[src/gnss_pkg.sv]
package gnss_pkg;

  localparam int CLK_PERIOD_NS   = 25;
  // crystal period expressed in core clock cycles (core_clk models 4x crystal)
  localparam int XTAL_PERIOD_CYC = 4;

  localparam int               GAIN_W        = 6;
  localparam logic [5:0]       GAIN_CODE_MAX = 6'h3F;
  localparam logic [5:0]       GAIN_CODE_MIN = 6'h00;
  localparam int               GAIN_DB_MAX   = 62;
  localparam logic [1:0]       GAIN_MODE_MANUAL = 2'h2;

  localparam int               AGC_WINDOW = 512;
  localparam int               WIN_W      = 9;
  localparam int               AGC_CNT_W  = 10;
  localparam int               GREF_W     = 12;

  localparam int               SYNTH_REFERENCE_DIVISOR_W        = 10;
  localparam logic [9:0]       SYNTH_REFERENCE_DIVISOR_MIN      = 10'h001;
  localparam int               NINT_W        = 15;
  localparam logic [14:0]      NINT_MIN      = 15'h0024;
  localparam logic [14:0]      NINT_FRAC_MAX = 15'h00FB;
  localparam int               NFRAC_W       = 20;

  localparam int               FDIV_W    = 12;
  localparam int               FDIV_SPAN = 4096;

  localparam int               LANES      = 4;
  localparam int               LANE_I_UP  = 0;
  localparam int               LANE_I_LO  = 1;
  localparam int               LANE_Q_UP  = 2;
  localparam int               LANE_Q_LO  = 3;
  localparam int               FIFO_DEPTH = 8;

  localparam logic [2:0]       BITS_1 = 3'h0;
  localparam logic [2:0]       BITS_2 = 3'h2;
  localparam logic [2:0]       BITS_3 = 3'h4;

  localparam logic [1:0]       DRV_CMOS   = 2'h0;
  localparam int               DRV_ANALOG_BIT = 1;
  localparam int               FMT_TWOS_BIT   = 1;

  typedef enum logic [1:0] {
    CKO_X2   = 2'b00,
    CKO_DIV4 = 2'b01,
    CKO_DIV2 = 2'b10,
    CKO_X1   = 2'b11
  } clkout_sel_t;

  typedef enum logic [1:0] {
    FMT_UNSIGNED = 2'b00,
    FMT_SIGNMAG  = 2'b01,
    FMT_TWOS     = 2'b10,
    FMT_TWOS_ALT = 2'b11
  } fmt_t;

endpackage

[src/gnss_sample_ctrl.sv]
// Summary of operation
// - gain mode 10 takes amplifier gain from the manual gain word
// - automatic loop counts magnitude bits over 512 sample clocks vs reference
// - target density is reference word over window length 512
// - six-bit gain code maps 0 to 0 dB, 63 to 62 dB, ~1 dB/step
// - synthesizer reference divisor is 10 bits, 1 to 1023
// - main divider integer part 15 bits, 36 to 32767, plus 20-bit fraction
// - clock out select: 00 x2, 01 quarter, 10 half, 11 crystal
// - driver select: 00 CMOS samples, 01 reserved, 1X analog bypass
// - format: 00 unsigned, 01 sign/magnitude, 1X two's complement
// - channel enable 0 gives in-phase only, 1 gives both channels
// - width 000 one bit, 010 two bits, 100 three bits (in-phase only)
// - MSB on upper pin, LSB on lower; 3-bit LSB on quad upper
// - fractional ratio is low over (4096 minus high plus low)
// - fractional mode alternates neighbouring integer ratios to average the fraction
// - one select bit routes sample clock through or around fractional divider
// - divider select 0 uses fractional divider, 1 bypasses it
// - source bit takes sample clock before or after clock output divider stage
// - source 0 uses divider/multiplier output, 1 the raw reference clock
// - four lanes: 0,1 in-phase (sign, magnitude), 2,3 quadrature
`timescale 1ns/1ps
`default_nettype none
module gnss_sample_ctrl #(
  parameter int XTAL_CYCLES = gnss_pkg::XTAL_PERIOD_CYC,
  parameter int SAMPLE_FIFO_DEPTH = gnss_pkg::FIFO_DEPTH
) (
  input  wire logic                          core_clk,
  input  wire logic                          sys_rst,
  input  wire logic [1:0]                    gain_control_mode,
  input  wire logic [gnss_pkg::GAIN_W-1:0]   manual_gain_word,
  input  wire logic [gnss_pkg::GREF_W-1:0]   gain_reference_word,
  input  wire logic [gnss_pkg::SYNTH_REFERENCE_DIVISOR_W-1:0]   synth_reference_divisor,
  input  wire logic [gnss_pkg::NINT_W-1:0]   synth_main_integer,
  input  wire logic [gnss_pkg::NFRAC_W-1:0]  synth_main_fraction,
  input  wire logic                          synth_fractional_enable,
  input  wire logic [1:0]                    clock_output_divider_select,
  input  wire logic                          sample_clock_source,
  input  wire logic                          sample_divider_bypass,
  input  wire logic [gnss_pkg::FDIV_W-1:0]   frac_low_count,
  input  wire logic [gnss_pkg::FDIV_W-1:0]   frac_high_count,
  input  wire logic [1:0]                    output_driver_select,
  input  wire logic [1:0]                    sample_format_select,
  input  wire logic                          quadrature_channel_enable,
  input  wire logic [2:0]                    sample_width_select,
  input  wire logic [2:0]                    inphase_level,
  input  wire logic [2:0]                    quad_level,
  input  wire logic                          dsp_ready,
  input  wire logic                          overrun_clear,
  output logic      [gnss_pkg::GAIN_W-1:0]   pga_gain_code,
  output logic      [gnss_pkg::GAIN_W-1:0]   pga_gain_db,
  output logic      [gnss_pkg::AGC_CNT_W-1:0] agc_window_count,
  output logic                               agc_window_done,
  output logic                               clock_out,
  output logic                               synth_compare_tick,
  output logic                               synth_config_error,
  output logic                               sample_clock_tick,
  output logic                               analog_bypass_en,
  output logic                               inphase_upper_pin,
  output logic                               inphase_lower_pin,
  output logic                               quad_upper_pin,
  output logic                               quad_lower_pin,
  output logic                               sample_valid,
  output logic                               sample_overrun
);
  import gnss_pkg::*;

  localparam int XW = $clog2(XTAL_CYCLES);

  if (XTAL_CYCLES < 4 || (XTAL_CYCLES % 4) != 0 || XTAL_CYCLES > 16) begin : g_chk
    $error("gnss_sample_ctrl: XTAL_CYCLES must be a multiple of 4 in 4..16");
  end

  typedef struct packed {
    logic [XW-1:0]        xtal_cnt;
    logic [5:0]           cko_cnt;
    logic                 cko;
    logic [SYNTH_REFERENCE_DIVISOR_W-1:0]    synth_reference_divisor_cnt;
    logic                 comp_tick;
    logic                 cfg_err;
    logic [WIN_W-1:0]     win_cnt;
    logic [AGC_CNT_W-1:0] mag_cnt;
    logic [AGC_CNT_W-1:0] last_cnt;
    logic                 agc_done;
    logic [GAIN_W-1:0]    gain;
    logic [GAIN_W-1:0]    gain_db;
    logic                 analog;
    logic                 pend_valid;
    logic [LANES-1:0]     pend_data;
    logic [LANES-1:0]     pins;
    logic                 out_valid;
    logic                 overrun;
  } ctrl_state_t;

  ctrl_state_t      s_r;
  ctrl_state_t      s_nxt;
  logic             ref_tick;
  logic [5:0]       cko_half;
  logic             cko_toggle;
  logic             cko_rise;
  logic             src_tick;
  logic             sample_tick;
  logic             fifo_in_ready;
  logic             fifo_out_valid;
  logic [LANES-1:0] fifo_out_data;
  logic             pop;
  logic [2:0]       code_i;
  logic [2:0]       code_q;
  logic             mag_now;
  logic [AGC_CNT_W-1:0] cnt_final;
  logic             win_end;
  logic             manual;

  // quantizer level 0..7 stands for -7..+7 in odd steps
  function automatic logic [2:0] encode(input logic [2:0] lvl, input logic [1:0] fmt);
    logic [2:0] r;
    r = lvl;
    if (fmt[FMT_TWOS_BIT]) begin
      r = {~lvl[2], lvl[1:0]};
    end else if (fmt == FMT_SIGNMAG) begin
      r = lvl[2] ? {1'b0, lvl[1:0]} : {1'b1, ~lvl[1:0]};
    end
    return r;
  endfunction

  // magnitude set for the outer two levels on each side
  function automatic logic mag_bit(input logic [2:0] lvl);
    return lvl[2] ~^ lvl[1];
  endfunction

  function automatic logic [5:0] half_period(input logic [1:0] sel);
    logic [5:0] h;
    unique case (clkout_sel_t'(sel))
      CKO_X2:   h = 6'(XTAL_CYCLES / 4);
      CKO_X1:   h = 6'(XTAL_CYCLES / 2);
      CKO_DIV2: h = 6'(XTAL_CYCLES);
      CKO_DIV4: h = 6'(XTAL_CYCLES * 2);
    endcase
    return h;
  endfunction

  function automatic logic [GAIN_W-1:0] gain_to_db(input logic [GAIN_W-1:0] g);
    logic [15:0] p;
    p = 16'(g) * 16'(GAIN_DB_MAX) + 16'(GAIN_CODE_MAX >> 1);
    return GAIN_W'(p / 16'(GAIN_CODE_MAX));
  endfunction

  function automatic logic [LANES-1:0] map_lanes(input logic [2:0] ci, input logic [2:0] cq,
                                                 input logic [2:0] w, input logic iq);
    logic [LANES-1:0] l;
    l = '0;
    l[LANE_I_UP] = ci[2];
    if (w == BITS_3 && !iq) begin
      l[LANE_I_LO] = ci[1];
      l[LANE_Q_UP] = ci[0];
    end else if (w == BITS_1) begin
      l[LANE_Q_UP] = iq ? cq[2] : 1'b0;
    end else begin
      l[LANE_I_LO] = ci[1];
      l[LANE_Q_UP] = iq ? cq[2] : 1'b0;
      l[LANE_Q_LO] = iq ? cq[1] : 1'b0;
    end
    return l;
  endfunction

  assign ref_tick   = (s_r.xtal_cnt == '0);
  assign cko_half   = half_period(clock_output_divider_select);
  assign cko_toggle = (s_r.cko_cnt >= cko_half - 6'h01);
  assign cko_rise   = cko_toggle && !s_r.cko;
  assign src_tick   = sample_clock_source ? ref_tick : cko_rise;
  assign code_i     = encode(inphase_level, sample_format_select);
  assign code_q     = encode(quad_level, sample_format_select);
  assign mag_now    = mag_bit(inphase_level);
  assign cnt_final  = s_r.mag_cnt + AGC_CNT_W'(mag_now);
  assign win_end    = sample_tick && (s_r.win_cnt == WIN_W'(AGC_WINDOW - 1));
  assign manual     = (gain_control_mode == GAIN_MODE_MANUAL);
  assign pop        = fifo_out_valid && dsp_ready;

  sample_frac_divider u_frac (
    .core_clk   (core_clk),
    .sys_rst    (sys_rst),
    .in_tick    (src_tick),
    .low_count  (frac_low_count),
    .high_count (frac_high_count),
    .bypass     (sample_divider_bypass),
    .out_tick   (sample_tick)
  );

  sample_fifo #(
    .WIDTH (LANES),
    .DEPTH (SAMPLE_FIFO_DEPTH)
  ) u_fifo (
    .core_clk  (core_clk),
    .sys_rst   (sys_rst),
    .in_valid  (s_r.pend_valid),
    .in_ready  (fifo_in_ready),
    .in_data   (s_r.pend_data),
    .out_valid (fifo_out_valid),
    .out_ready (dsp_ready),
    .out_data  (fifo_out_data)
  );

  always_comb begin
    s_nxt           = s_r;
    s_nxt.comp_tick = 1'b0;
    s_nxt.agc_done  = 1'b0;
    s_nxt.out_valid = 1'b0;

    // crystal rate and clock output divider
    s_nxt.xtal_cnt = (s_r.xtal_cnt == XW'(XTAL_CYCLES - 1)) ? '0 : s_r.xtal_cnt + 1'b1;
    if (cko_toggle) begin
      s_nxt.cko     = ~s_r.cko;
      s_nxt.cko_cnt = '0;
    end else begin
      s_nxt.cko_cnt = s_r.cko_cnt + 6'h01;
    end

    // comparison tick from the synthesizer reference divider
    if (ref_tick) begin
      if (s_r.synth_reference_divisor_cnt + 1'b1 >= synth_reference_divisor) begin
        s_nxt.synth_reference_divisor_cnt  = '0;
        s_nxt.comp_tick = 1'b1;
      end else begin
        s_nxt.synth_reference_divisor_cnt = s_r.synth_reference_divisor_cnt + 1'b1;
      end
    end
    s_nxt.cfg_err = (synth_reference_divisor < SYNTH_REFERENCE_DIVISOR_MIN)
                 || (synth_main_integer < NINT_MIN)
                 || (synth_fractional_enable && synth_main_integer > NINT_FRAC_MAX);

    // gain control
    if (sample_tick) begin
      s_nxt.win_cnt = s_r.win_cnt + 1'b1;
      s_nxt.mag_cnt = win_end ? '0 : cnt_final;
    end
    if (win_end) begin
      s_nxt.last_cnt = cnt_final;
      s_nxt.agc_done = 1'b1;
    end
    if (manual) begin
      s_nxt.gain = manual_gain_word;
    end else if (win_end) begin
      // density target is reference over the window length
      if (GREF_W'(cnt_final) < gain_reference_word && s_r.gain != GAIN_CODE_MAX) begin
        s_nxt.gain = s_r.gain + 1'b1;
      end else if (GREF_W'(cnt_final) > gain_reference_word && s_r.gain != GAIN_CODE_MIN) begin
        s_nxt.gain = s_r.gain - 1'b1;
      end
    end
    s_nxt.gain_db = gain_to_db(s_nxt.gain);

    // sample capture; a held sample stalls capture until the fifo takes it
    s_nxt.analog = output_driver_select[DRV_ANALOG_BIT];
    s_nxt.overrun = s_r.overrun && !overrun_clear;
    if (s_r.pend_valid && fifo_in_ready) begin
      s_nxt.pend_valid = 1'b0;
    end
    if (sample_tick && output_driver_select == DRV_CMOS) begin
      if (s_r.pend_valid && !fifo_in_ready) begin
        s_nxt.overrun = 1'b1;
      end else begin
        s_nxt.pend_valid = 1'b1;
        s_nxt.pend_data  = map_lanes(code_i, code_q, sample_width_select,
                                     quadrature_channel_enable);
      end
    end

    if (pop) begin
      s_nxt.pins      = fifo_out_data;
      s_nxt.out_valid = 1'b1;
    end
  end

  always_ff @(posedge core_clk or posedge sys_rst) begin
    if (sys_rst) begin
      s_r <= '0;
    end else begin
      s_r <= s_nxt;
    end
  end

  assign pga_gain_code      = s_r.gain;
  assign pga_gain_db        = s_r.gain_db;
  assign agc_window_count   = s_r.last_cnt;
  assign agc_window_done    = s_r.agc_done;
  assign clock_out          = s_r.cko;
  assign synth_compare_tick = s_r.comp_tick;
  assign synth_config_error = s_r.cfg_err;
  assign sample_clock_tick  = sample_tick;
  assign analog_bypass_en   = s_r.analog;
  assign inphase_upper_pin  = s_r.pins[LANE_I_UP];
  assign inphase_lower_pin  = s_r.pins[LANE_I_LO];
  assign quad_upper_pin     = s_r.pins[LANE_Q_UP];
  assign quad_lower_pin     = s_r.pins[LANE_Q_LO];
  assign sample_valid       = s_r.out_valid;
  assign sample_overrun     = s_r.overrun;

  // helper: sample ticks since the last window end
  logic [WIN_W:0] tick_seen;
  always_ff @(posedge core_clk or posedge sys_rst) begin
    if (sys_rst) begin
      tick_seen <= '0;
    end else if (win_end) begin
      tick_seen <= '0;
    end else if (sample_tick) begin
      tick_seen <= tick_seen + 1'b1;
    end
  end
endmodule
`default_nettype wire

[src/sample_fifo.sv]
`timescale 1ns/1ps
`default_nettype none
module sample_fifo #(
  parameter int WIDTH = 4,
  parameter int DEPTH = 8
) (
  input  wire logic             core_clk,
  input  wire logic             sys_rst,
  input  wire logic             in_valid,
  output logic                  in_ready,
  input  wire logic [WIDTH-1:0] in_data,
  output logic                  out_valid,
  input  wire logic             out_ready,
  output logic      [WIDTH-1:0] out_data
);
  import gnss_pkg::*;

  localparam int AW = $clog2(DEPTH);

  if (DEPTH < 2 || (1 << AW) != DEPTH || WIDTH < 1) begin : g_chk
    $error("sample_fifo: DEPTH must be a power of two >= 2");
  end

  typedef struct packed {
    logic [DEPTH-1:0][WIDTH-1:0] mem;
    logic [AW-1:0]               wr;
    logic [AW-1:0]               rd;
    logic [AW:0]                 cnt;
  } fifo_state_t;

  fifo_state_t s_r;
  fifo_state_t s_nxt;
  logic        push;
  logic        pop;

  assign in_ready  = (s_r.cnt != (AW+1)'(DEPTH));
  assign out_valid = (s_r.cnt != '0);
  assign out_data  = s_r.mem[s_r.rd];
  assign push      = in_valid && in_ready;
  assign pop       = out_valid && out_ready;

  always_comb begin
    s_nxt = s_r;
    if (push) begin
      s_nxt.mem[s_r.wr] = in_data;
      s_nxt.wr          = s_r.wr + 1'b1;
    end
    if (pop) begin
      s_nxt.rd = s_r.rd + 1'b1;
    end
    s_nxt.cnt = s_r.cnt + (AW+1)'(push) - (AW+1)'(pop);
  end

  always_ff @(posedge core_clk or posedge sys_rst) begin
    if (sys_rst) begin
      s_r <= '0;
    end else begin
      s_r <= s_nxt;
    end
  end
endmodule
`default_nettype wire

[src/sample_frac_divider.sv]
`timescale 1ns/1ps
`default_nettype none
module sample_frac_divider (
  input  wire logic                      core_clk,
  input  wire logic                      sys_rst,
  input  wire logic                      in_tick,
  input  wire logic [gnss_pkg::FDIV_W-1:0] low_count,
  input  wire logic [gnss_pkg::FDIV_W-1:0] high_count,
  input  wire logic                      bypass,
  output logic                           out_tick
);
  import gnss_pkg::*;

  localparam int AW = FDIV_W + 2;

  typedef struct packed {
    logic [AW-1:0] acc;
    logic          tick;
  } div_state_t;

  div_state_t    s_r;
  div_state_t    s_nxt;
  logic [AW-1:0] span;
  logic [AW-1:0] sum;

  // ratio low / (4096 - high + low)
  assign span = AW'(FDIV_SPAN) - AW'(high_count) + AW'(low_count);
  assign sum  = s_r.acc + AW'(low_count);

  always_comb begin
    s_nxt      = s_r;
    s_nxt.tick = 1'b0;
    if (bypass) begin
      s_nxt.tick = in_tick;
      s_nxt.acc  = '0;
    end else if (in_tick) begin
      // phase accumulator gives floor/ceil periods in turn
      if (sum >= span) begin
        s_nxt.acc  = sum - span;
        s_nxt.tick = 1'b1;
      end else begin
        s_nxt.acc = sum;
      end
    end
  end

  always_ff @(posedge core_clk or posedge sys_rst) begin
    if (sys_rst) begin
      s_r <= '0;
    end else begin
      s_r <= s_nxt;
    end
  end

  assign out_tick = s_r.tick;
endmodule
`default_nettype wire

[config.mk]
export PLATFORM = sky130hd
export DESIGN_NAME = gnss_sample_ctrl
export DESIGN_NICKNAME = d
export VERILOG_FILES = /design/src/gnss_pkg.sv /design/src/gnss_sample_ctrl.sv /design/src/sample_fifo.sv /design/src/sample_frac_divider.sv
export SDC_FILE = /design/constraint.sdc
export NUM_CORES = 1
export LEC_CHECK = 0
export BUFFER_PORTS_ARGS = -buffer_cell sky130_fd_sc_hd__buf_2
export CAP_MARGIN = 20
export CORE_ASPECT_RATIO = 1.1
export CORE_MARGIN = 1.5
export CORE_UTILIZATION = 54
export DETAILED_ROUTE_END_ITERATION = 8
export PLACE_DENSITY = 0.75
export SYNTH_ARGS = -nofsm -noshare
export SYNTH_HDL_FRONTEND = slang
export SYNTH_SLANG_ARGS = --single-unit
[constraint.sdc]
create_clock -name core_clk -period 20 [get_ports core_clk]
set_input_delay 2 -clock core_clk [delete_from_list [all_inputs] [get_ports core_clk]]
set_output_delay 2 -clock core_clk [all_outputs]
set_load 0.02 [all_outputs]
==> results.sh, run 1 <==
export IMPL_fin_tns_setup_ps=0
export IMPL_post_synth_inst_count=1304
export IMPL_max_fo_critical_path=9
export IMPL_synth_async_sr_flop_share_pct=100
export IMPL_floorplan_die_area_sq_um=22400
export IMPL_floorplan_initialDensity_pct=54.8
export IMPL_detail_route_first_pass_iterations=6
export IMPL_status="complete, no violations"
export IMPL_worstReg2RegEnd="pga_gain_db[0]"
export IMPL_die_height_um=157
export IMPL_final_clock_skew_ps=14.9
export IMPL_via_per_inst=5.71
export IMPL_detailroute_via_count=9691
export IMPL_yosysUniqueCellTypes=100
export IMPL_synth_top_cells_by_area="dfrtp_1 29%, ha_1 12%, xnor2_1 5.4%"
export IMPL_globalRouteOverflowTotal=0
export IMPL_finalMaxSlewViolations=0
export IMPL_req_time_crit_path_ps=20280
export IMPL_fmaxAchievable_mhz=69.9
export IMPL_worst_path_largest_cell_delay_ps=590
export IMPL_critical_path_endpoint_type="flip-flop"
export IMPL_avgRoutedWirePerCell_um=15.4
export IMPL_grt_pass1_wl_um=44200
export IMPL_slew_headroom_pct=28.1
export IMPL_detailedPlace_worstSlack_ps=5420
export IMPL_detail_route_iter0_violations=514
export IMPL_io_buffers=122
export IMPL_cts_repair_resize_count=0
export IMPL_mostFrequentLayoutCell="dfrtp_1"
export IMPL_cts_max_path_buffers=2
export IMPL_timing_rr_start="s_r[35]"
export IMPL_synth_largest_area_cell="dfrtp_1"
export IMPL_period_needed_ps=14310
export IMPL_synth_edf_count=0
export IMPL_route_antenna_remaining_nets=0
export IMPL_sequential_fraction_of_the_synthesis_area_pct=28.5
export IMPL_clkLatencyLatePin_ps=420
export IMPL_cts_sinks=132
export IMPL_cts_tree="built"
export IMPL_detailedPlacementHpwl_um=20200
export IMPL_cts_made_buffers=17
export IMPL_grt_pass1_vias=9510
export IMPL_ioPinCount=146
export IMPL_synth_main_ff_cell="dfrtp_1"
export IMPL_htreeDepth=4
export IMPL_global_route_usage_over_all_layers_pct=24.4
export IMPL_hold_path_startpoint="s_r[73]"
export IMPL_ys_ff_latch=132
export IMPL_max_slew_worst_pin_slew_ps=1080
export IMPL_timing_critical_path_from_type="input port"
export IMPL_fp_row_count=56
export IMPL_core_region_area_sq_um=21200
export IMPL_maxCapViolations=0
export IMPL_syn_to_final_growth_pct=11.6
export IMPL_hold_path_cell_count=1
export IMPL_die_width_um=143
export IMPL_timing_critical_path_max_delay_family="compound AO/OA/AOI/OAI gates"
export IMPL_rsz0062_at_grt="false"
export IMPL_yosysWarnings=0
export IMPL_antenna_found_initial=1
export IMPL_finalHoldViolations=0
export IMPL_setup_worst_path_class="input port to flip-flop"
export IMPL_synth_cell_area_sq_um=11600
export IMPL_fin_nets=1628
export IMPL_hold_path_end="s_r[73]"
export IMPL_synth_top_cell_area_share_pct=28.5
export IMPL_drc_errors=0
export IMPL_cts_hold_fix_bufs=0
export IMPL_fill_cells=1858
export IMPL_worst_path_most_repeated_cell="inv_1"
export IMPL_post_cts_buffers=0
export IMPL_postSynthAreaPerCell_sq_um=8.89
export IMPL_setup_reg_to_reg_worst_slack_ps=7310
export IMPL_mostFrequentLayoutCells="132 x dfrtp_1, 122 x buf_2, 121 x inv_1, 110 x nand2_1, 108 x ha_1"
export IMPL_final_setup_worst_slack_ps=5690
export IMPL_final_period_utilization_pct=71.6
export IMPL_finalHoldWorstSlack_ps=454
export IMPL_final_layout_size_suffix_gt1_share_pct=17.2
export IMPL_holdCritPathClass="flip-flop to flip-flop"
export IMPL_timing_critical_path_arrival_ps=14590
export IMPL_cts_reportedPaths_clkPinSlew_ps=60
export IMPL_cts_root_buf="clkbuf_16"
export IMPL_ff2ff_path_depth=48
export IMPL_grt_max_degree=69
export IMPL_seq_area_sq_um=3300
export IMPL_path_buf_inv=8
export IMPL_worst_path_max_delay_cell="mux2i_1"
export IMPL_gp_routability_congestion=0.909
export IMPL_setup_violations=0
export IMPL_area_of_the_multi_input_gates_sq_um=7490
export IMPL_drt_total_wl_um=26100
==> state kept, by name, summed over array words and instances (netlist names), 6 cells and up <==
| signal | flops |
|---|---|
| u_frac.s_r | 14 |
| s_r | 42 |
| agc_window_count | 10 |
| pga_gain_code | 6 |
| pga_gain_db | 6 |
| u_fifo.s_r | 42 |
==> synth_stat cells, types with 8 or more instances <==
library cell and count:
a211oi_1 14, o21ai_0 62, o21a_1 8, xor2_1 22, buf_4 22, mux4_2 8
and3_1 12, ha_1 108, nand2_1 110, fa_1 15, inv_1 122, o22ai_1 13
mux2_2 40, o211ai_1 15, a31oi_1 8, nor4_1 12, a21oi_1 69, xnor2_1 72
and2_1 9, a21o_1 20, mux2i_1 17, dfrtp_1 132, o21bai_1 18, nand4_1 13
clkbuf_1 27, o21ai_1 11, nand3_1 34, nor3_1 22, or3_1 9, nor2b_1 11
nand2b_1 18, nor2_1 88
==> worst reg2reg max path: cells and delay by family, from the launching register on <==
kind / cells / cell delay (ps)
flops: 1 / 360
simple gates: 13 / 2950
xor+xnor: 6 / 1390
mux: 1 / 590
compound gates: 13 / 3710
fa+ha+maj: 8 / 2840
buf+inv: 7 / 690
==> worst max-delay path by stage <==
stage / startpoint / end / slack, ps / cells past startpoint
floorplan: inphase_level[2] / pga_gain_db[0] / 7230 / 50
global placement: inphase_level[2] / pga_gain_db[0] / 5710 / 50
detailed placement: inphase_level[2] / pga_gain_db[0] / 5420 / 50
CTS: inphase_level[2] / pga_gain_db[0] / 5760 / 50
global route: inphase_level[2] / pga_gain_db[0] / 4800 / 49
finish: inphase_level[2] / pga_gain_db[0] / 5690 / 50
==> area by class of cell <==
| class | instances | area share (%) |
|---|---|---|
| well taps | 290 | 2.80 |
| clock buffers | 20 | 3.61 |
| inverters | 123 | 3.63 |
| diodes | 1 | 0.0193 |
| flip-flops and latches | 132 | 25.5 |
| repair buffers | 127 | 5.01 |
| clock inverters | 11 | 1.52 |
| multi-input cells | 992 | 57.9 |
==> kinds of logic after synthesis <==
group                    after synthesis  synth area share [%]
adder cells (fa/ha/maj)              124                  14.3
AO/OA/AOI/OAI                        318                  18.8
other                                  1                0.0324
flip-flops                           132                  28.5
AND/OR/NAND/NOR                      387                  17.1
XOR/XNOR                              95                  7.34
multiplexers                          66                  7.04
buffers and inverters                181                  6.90
==> metal layers <==
| metal | track usage [%] | up-vias | routed length (um) |
|---|---|---|---|
| met1 | 29.9 | 4609 | 11400 |
| met3 | 3.64 | 44 | 988 |
| met4 | 9.92 | 0 | 717 |
| met5 | 0 | - | 0 |
| met2 | 42.9 | 230 | 13000 |
| li1 | - | 4808 | - |
==> stage by stage <==
step                util [%]  area (sq um)  std cells
global route            61.1         12900       1695
floorplan                  -         11600       1305
CTS                     61.1         12900       1695
finish                  61.2         12900       1696
detailed placement      58.0         12300       1664
global placement        58.0         12300       1664
Power of run 1 is left out: the tool's default activity adds up to more than one toggle a clock period on the data nets, which glitch-free logic cannot reach.
==> inputs of run 2 (changes only) <==
--- a/config.mk
+++ b/config.mk
@@ -5,6 +5,7 @@
 export SDC_FILE = /design/constraint.sdc
 export NUM_CORES = 1
 export LEC_CHECK = 0
+export ABC_AREA = 1
 export BUFFER_PORTS_ARGS = -buffer_cell sky130_fd_sc_hd__buf_2
 export CAP_MARGIN = 20
 export CORE_ASPECT_RATIO = 1.1
==> constraint.sdc (replaced) <==
create_clock -name core_clk -period 14.25 [get_ports core_clk]
set_input_delay 1.425 -clock core_clk [delete_from_list [all_inputs] [get_ports core_clk]]
set_output_delay 1.425 -clock core_clk [all_outputs]
set_load 0.02 [all_outputs]
==> results.sh, run 2 <==
export IMPL_drc_errors=0
export IMPL_io_buffers=122
export IMPL_mostFrequentLayoutCell="nand2_1"
export IMPL_yosysUniqueCellTypes=53
export IMPL_yosysWarnings=0
export IMPL_synth_edf_count=0
export IMPL_fp_row_count=55
export IMPL_mostFrequentLayoutCells="306 x nand2_1, 262 x inv_1, 132 x dfrtp_1, 122 x buf_2, 121 x o21ai_0"
export IMPL_critical_path_endpoint_type="flip-flop"
export IMPL_layout_top_registers="s_r x42, u_fifo.s_r x42, u_frac.s_r x14"
export IMPL_postSynthAreaPerCell_sq_um=7.44
export IMPL_setup_worst_path_class="input port to flip-flop"
export IMPL_final_clock_skew_ps=8.84
export IMPL_slew_headroom_pct=27.8
export IMPL_period_needed_ps=11970
export IMPL_fill_cells=1849
export IMPL_detail_route_iter0_violations=465
export IMPL_detailroute_via_count=9805
export IMPL_holdCritPathClass="flip-flop to flip-flop"
export IMPL_status="complete, no violations"
export IMPL_worst_path_max_delay_cell="fa_1"
export IMPL_timing_critical_path_arrival_ps=12270
export IMPL_grt_max_degree=75
export IMPL_clkLatencyLatePin_ps=420
export IMPL_finalHoldWorstSlack_ps=453
export IMPL_ys_ff_latch=132
export IMPL_avgRoutedWirePerCell_um=12.8
export IMPL_worst_path_largest_cell_delay_ps=550
export IMPL_finalHoldViolations=0
export IMPL_final_layout_size_suffix_gt1_share_pct=15.5
export IMPL_htreeDepth=4
export IMPL_route_antenna_remaining_nets=0
export IMPL_syn_to_final_growth_pct=12.2
export IMPL_cts_sinks=132
export IMPL_req_time_crit_path_ps=14550
export IMPL_synth_most_common_cell="nand2_1"
export IMPL_grt_pass1_vias=9445
export IMPL_cts_max_path_buffers=2
export IMPL_global_route_usage_over_all_layers_pct=23.3
export IMPL_synth_main_ff_cell="dfrtp_1"
export IMPL_ioPinCount=146
export IMPL_synth_top_cells_by_area="dfrtp_1 29%, ha_1 12%, nand2_1 10%"
export IMPL_synth_largest_area_cell="dfrtp_1"
export IMPL_max_fo_critical_path=10
export IMPL_grt_pass1_wl_um=41800
export IMPL_synth_async_sr_flop_share_pct=100
export IMPL_yosys_top_cells_count="306 x nand2_1, 263 x inv_1, 132 x dfrtp_1, 121 x o21ai_0"
export IMPL_cts_hold_fix_bufs=0
export IMPL_synth_top_cell_area_share_pct=29.3
export IMPL_cts_root_buf="clkbuf_16"
export IMPL_globalRouteOverflowTotal=0
export IMPL_rsz0062_at_grt="false"
export IMPL_post_synth_inst_count=1514
export IMPL_synth_cell_area_sq_um=11300
export IMPL_cts_reportedPaths_clkPinSlew_ps=60
export IMPL_finalMaxSlewViolations=0
export IMPL_detailedPlacementHpwl_um=18900
export IMPL_worst_path_most_repeated_cell="nand2_1"
export IMPL_antenna_found_initial=1
export IMPL_floorplan_initialDensity_pct=54.9
export IMPL_cts_repair_resize_count=0
export IMPL_via_per_inst=5.18
export IMPL_fin_nets=1859
export IMPL_detail_route_first_pass_iterations=5
export IMPL_max_slew_worst_pin_slew_ps=1080
export IMPL_cts_made_buffers=17
export IMPL_post_cts_buffers=0
export IMPL_gp_routability_congestion=0.868
export IMPL_fmaxAchievable_mhz=83.5
export IMPL_final_period_utilization_pct=84.0
export IMPL_die_width_um=141
export IMPL_maxCapViolations=0
export IMPL_drt_total_wl_um=24200
export IMPL_die_height_um=154
export IMPL_cts_tree="built"
export IMPL_sequential_fraction_of_the_synthesis_area_pct=29.3
export IMPL_timing_critical_path_from_type="input port"
export IMPL_setup_violations=0
export IMPL_fin_tns_setup_ps=0
export IMPL_core_region_area_sq_um=20500
export IMPL_floorplan_die_area_sq_um=21700
[run 2: changes by cell type in the layout (fill, tap and decap cells not counted), moves of 20 or more]
cell / change
inv_1: +141
nand2_2: +30
nand2_1: +196
nand3_1: +53
xnor2_1: -57
o21ai_0: +59
nor2_1: +20
a21oi_1: -20
mux2_2: -38
xor2_1: +38
[run 2: layout make-up]
class / count / area [sq um] / area share (%)
Multi-Input combinational cell: 1071 / 6710 / 53.1
Sequential cell: 132 / 3300 / 26.1
Inverter: 276 / 1040 / 8.24
Timing Repair Buffer: 126 / 641 / 5.07
Clock buffer: 19 / 443 / 3.50
Tap cell: 256 / 320 / 2.53
Clock inverter: 12 / 178 / 1.41
Antenna cell: 1 / 2.50 / 0.0198
[run 2: final timing paths]
kind / end / cells after the start / from / slack (ps)
setup / recovery: pga_gain_db[0] / 77 / inphase_level[2] / 2280
max in group asynchronous: pga_gain_db[5] / 3 / sys_rst / 11820
hold reg to reg: s_r[73] / 1 / s_r[73] / 450
setup reg to reg: pga_gain_db[0] / 75 / s_r[35] / 3350
hold / removal: s_r[73] / 1 / s_r[73] / 450
min in group asynchronous: quad_lower_pin / 2 / sys_rst / 1070
[run 2: metal layers]
layer | up-vias | routed length (um) | track usage (%)
met5 | - | 0 | 0
met4 | 0 | 506 | 8.28
met3 | 36 | 1050 | 3.78
met2 | 207 | 11900 | 41.4
met1 | 4473 | 10700 | 28.6
li1 | 5089 | - | -
[run 2: worst max-delay path, delay by kind of cell]
kind | cells | cell delay [ps]
buf+inv | 13 | 1220
fa+ha+maj | 8 | 2760
simple gates | 50 | 5330
compound gates | 3 | 1050
xor+xnor | 3 | 470
[run 2: cells by family after synthesis]
kind of cell,after synthesis,synth area share (%)
adders and majority gates,123,14.7
AOI/OAI and AO/OA,240,12.3
xor gates and xnor gates,76,5.97
buffers and inverters,312,11.1
DFF,132,29.3
muxes,2,0.200
and+or+nand+nor,628,26.4
other,1,0.0333
[run 2: stage by stage]
| step | util (%) | std cells | setup slack [ps] | cell area, sq um |
|---|---|---|---|---|
| 3_3_place_gp | 58.5 | 1859 | 2140 | 12000 |
| 5_1_grt | 61.6 | 1893 | 1140 | 12600 |
| 3_5_place_dp | 58.5 | 1859 | 1860 | 12000 |
| 4_1_cts | 61.6 | 1890 | 2260 | 12600 |
| 6_report | 61.6 | 1893 | 2280 | 12600 |
| 2_1_floorplan | - | 1515 | 3570 | 11300 |
Power of run 2 is left out for the same reason.
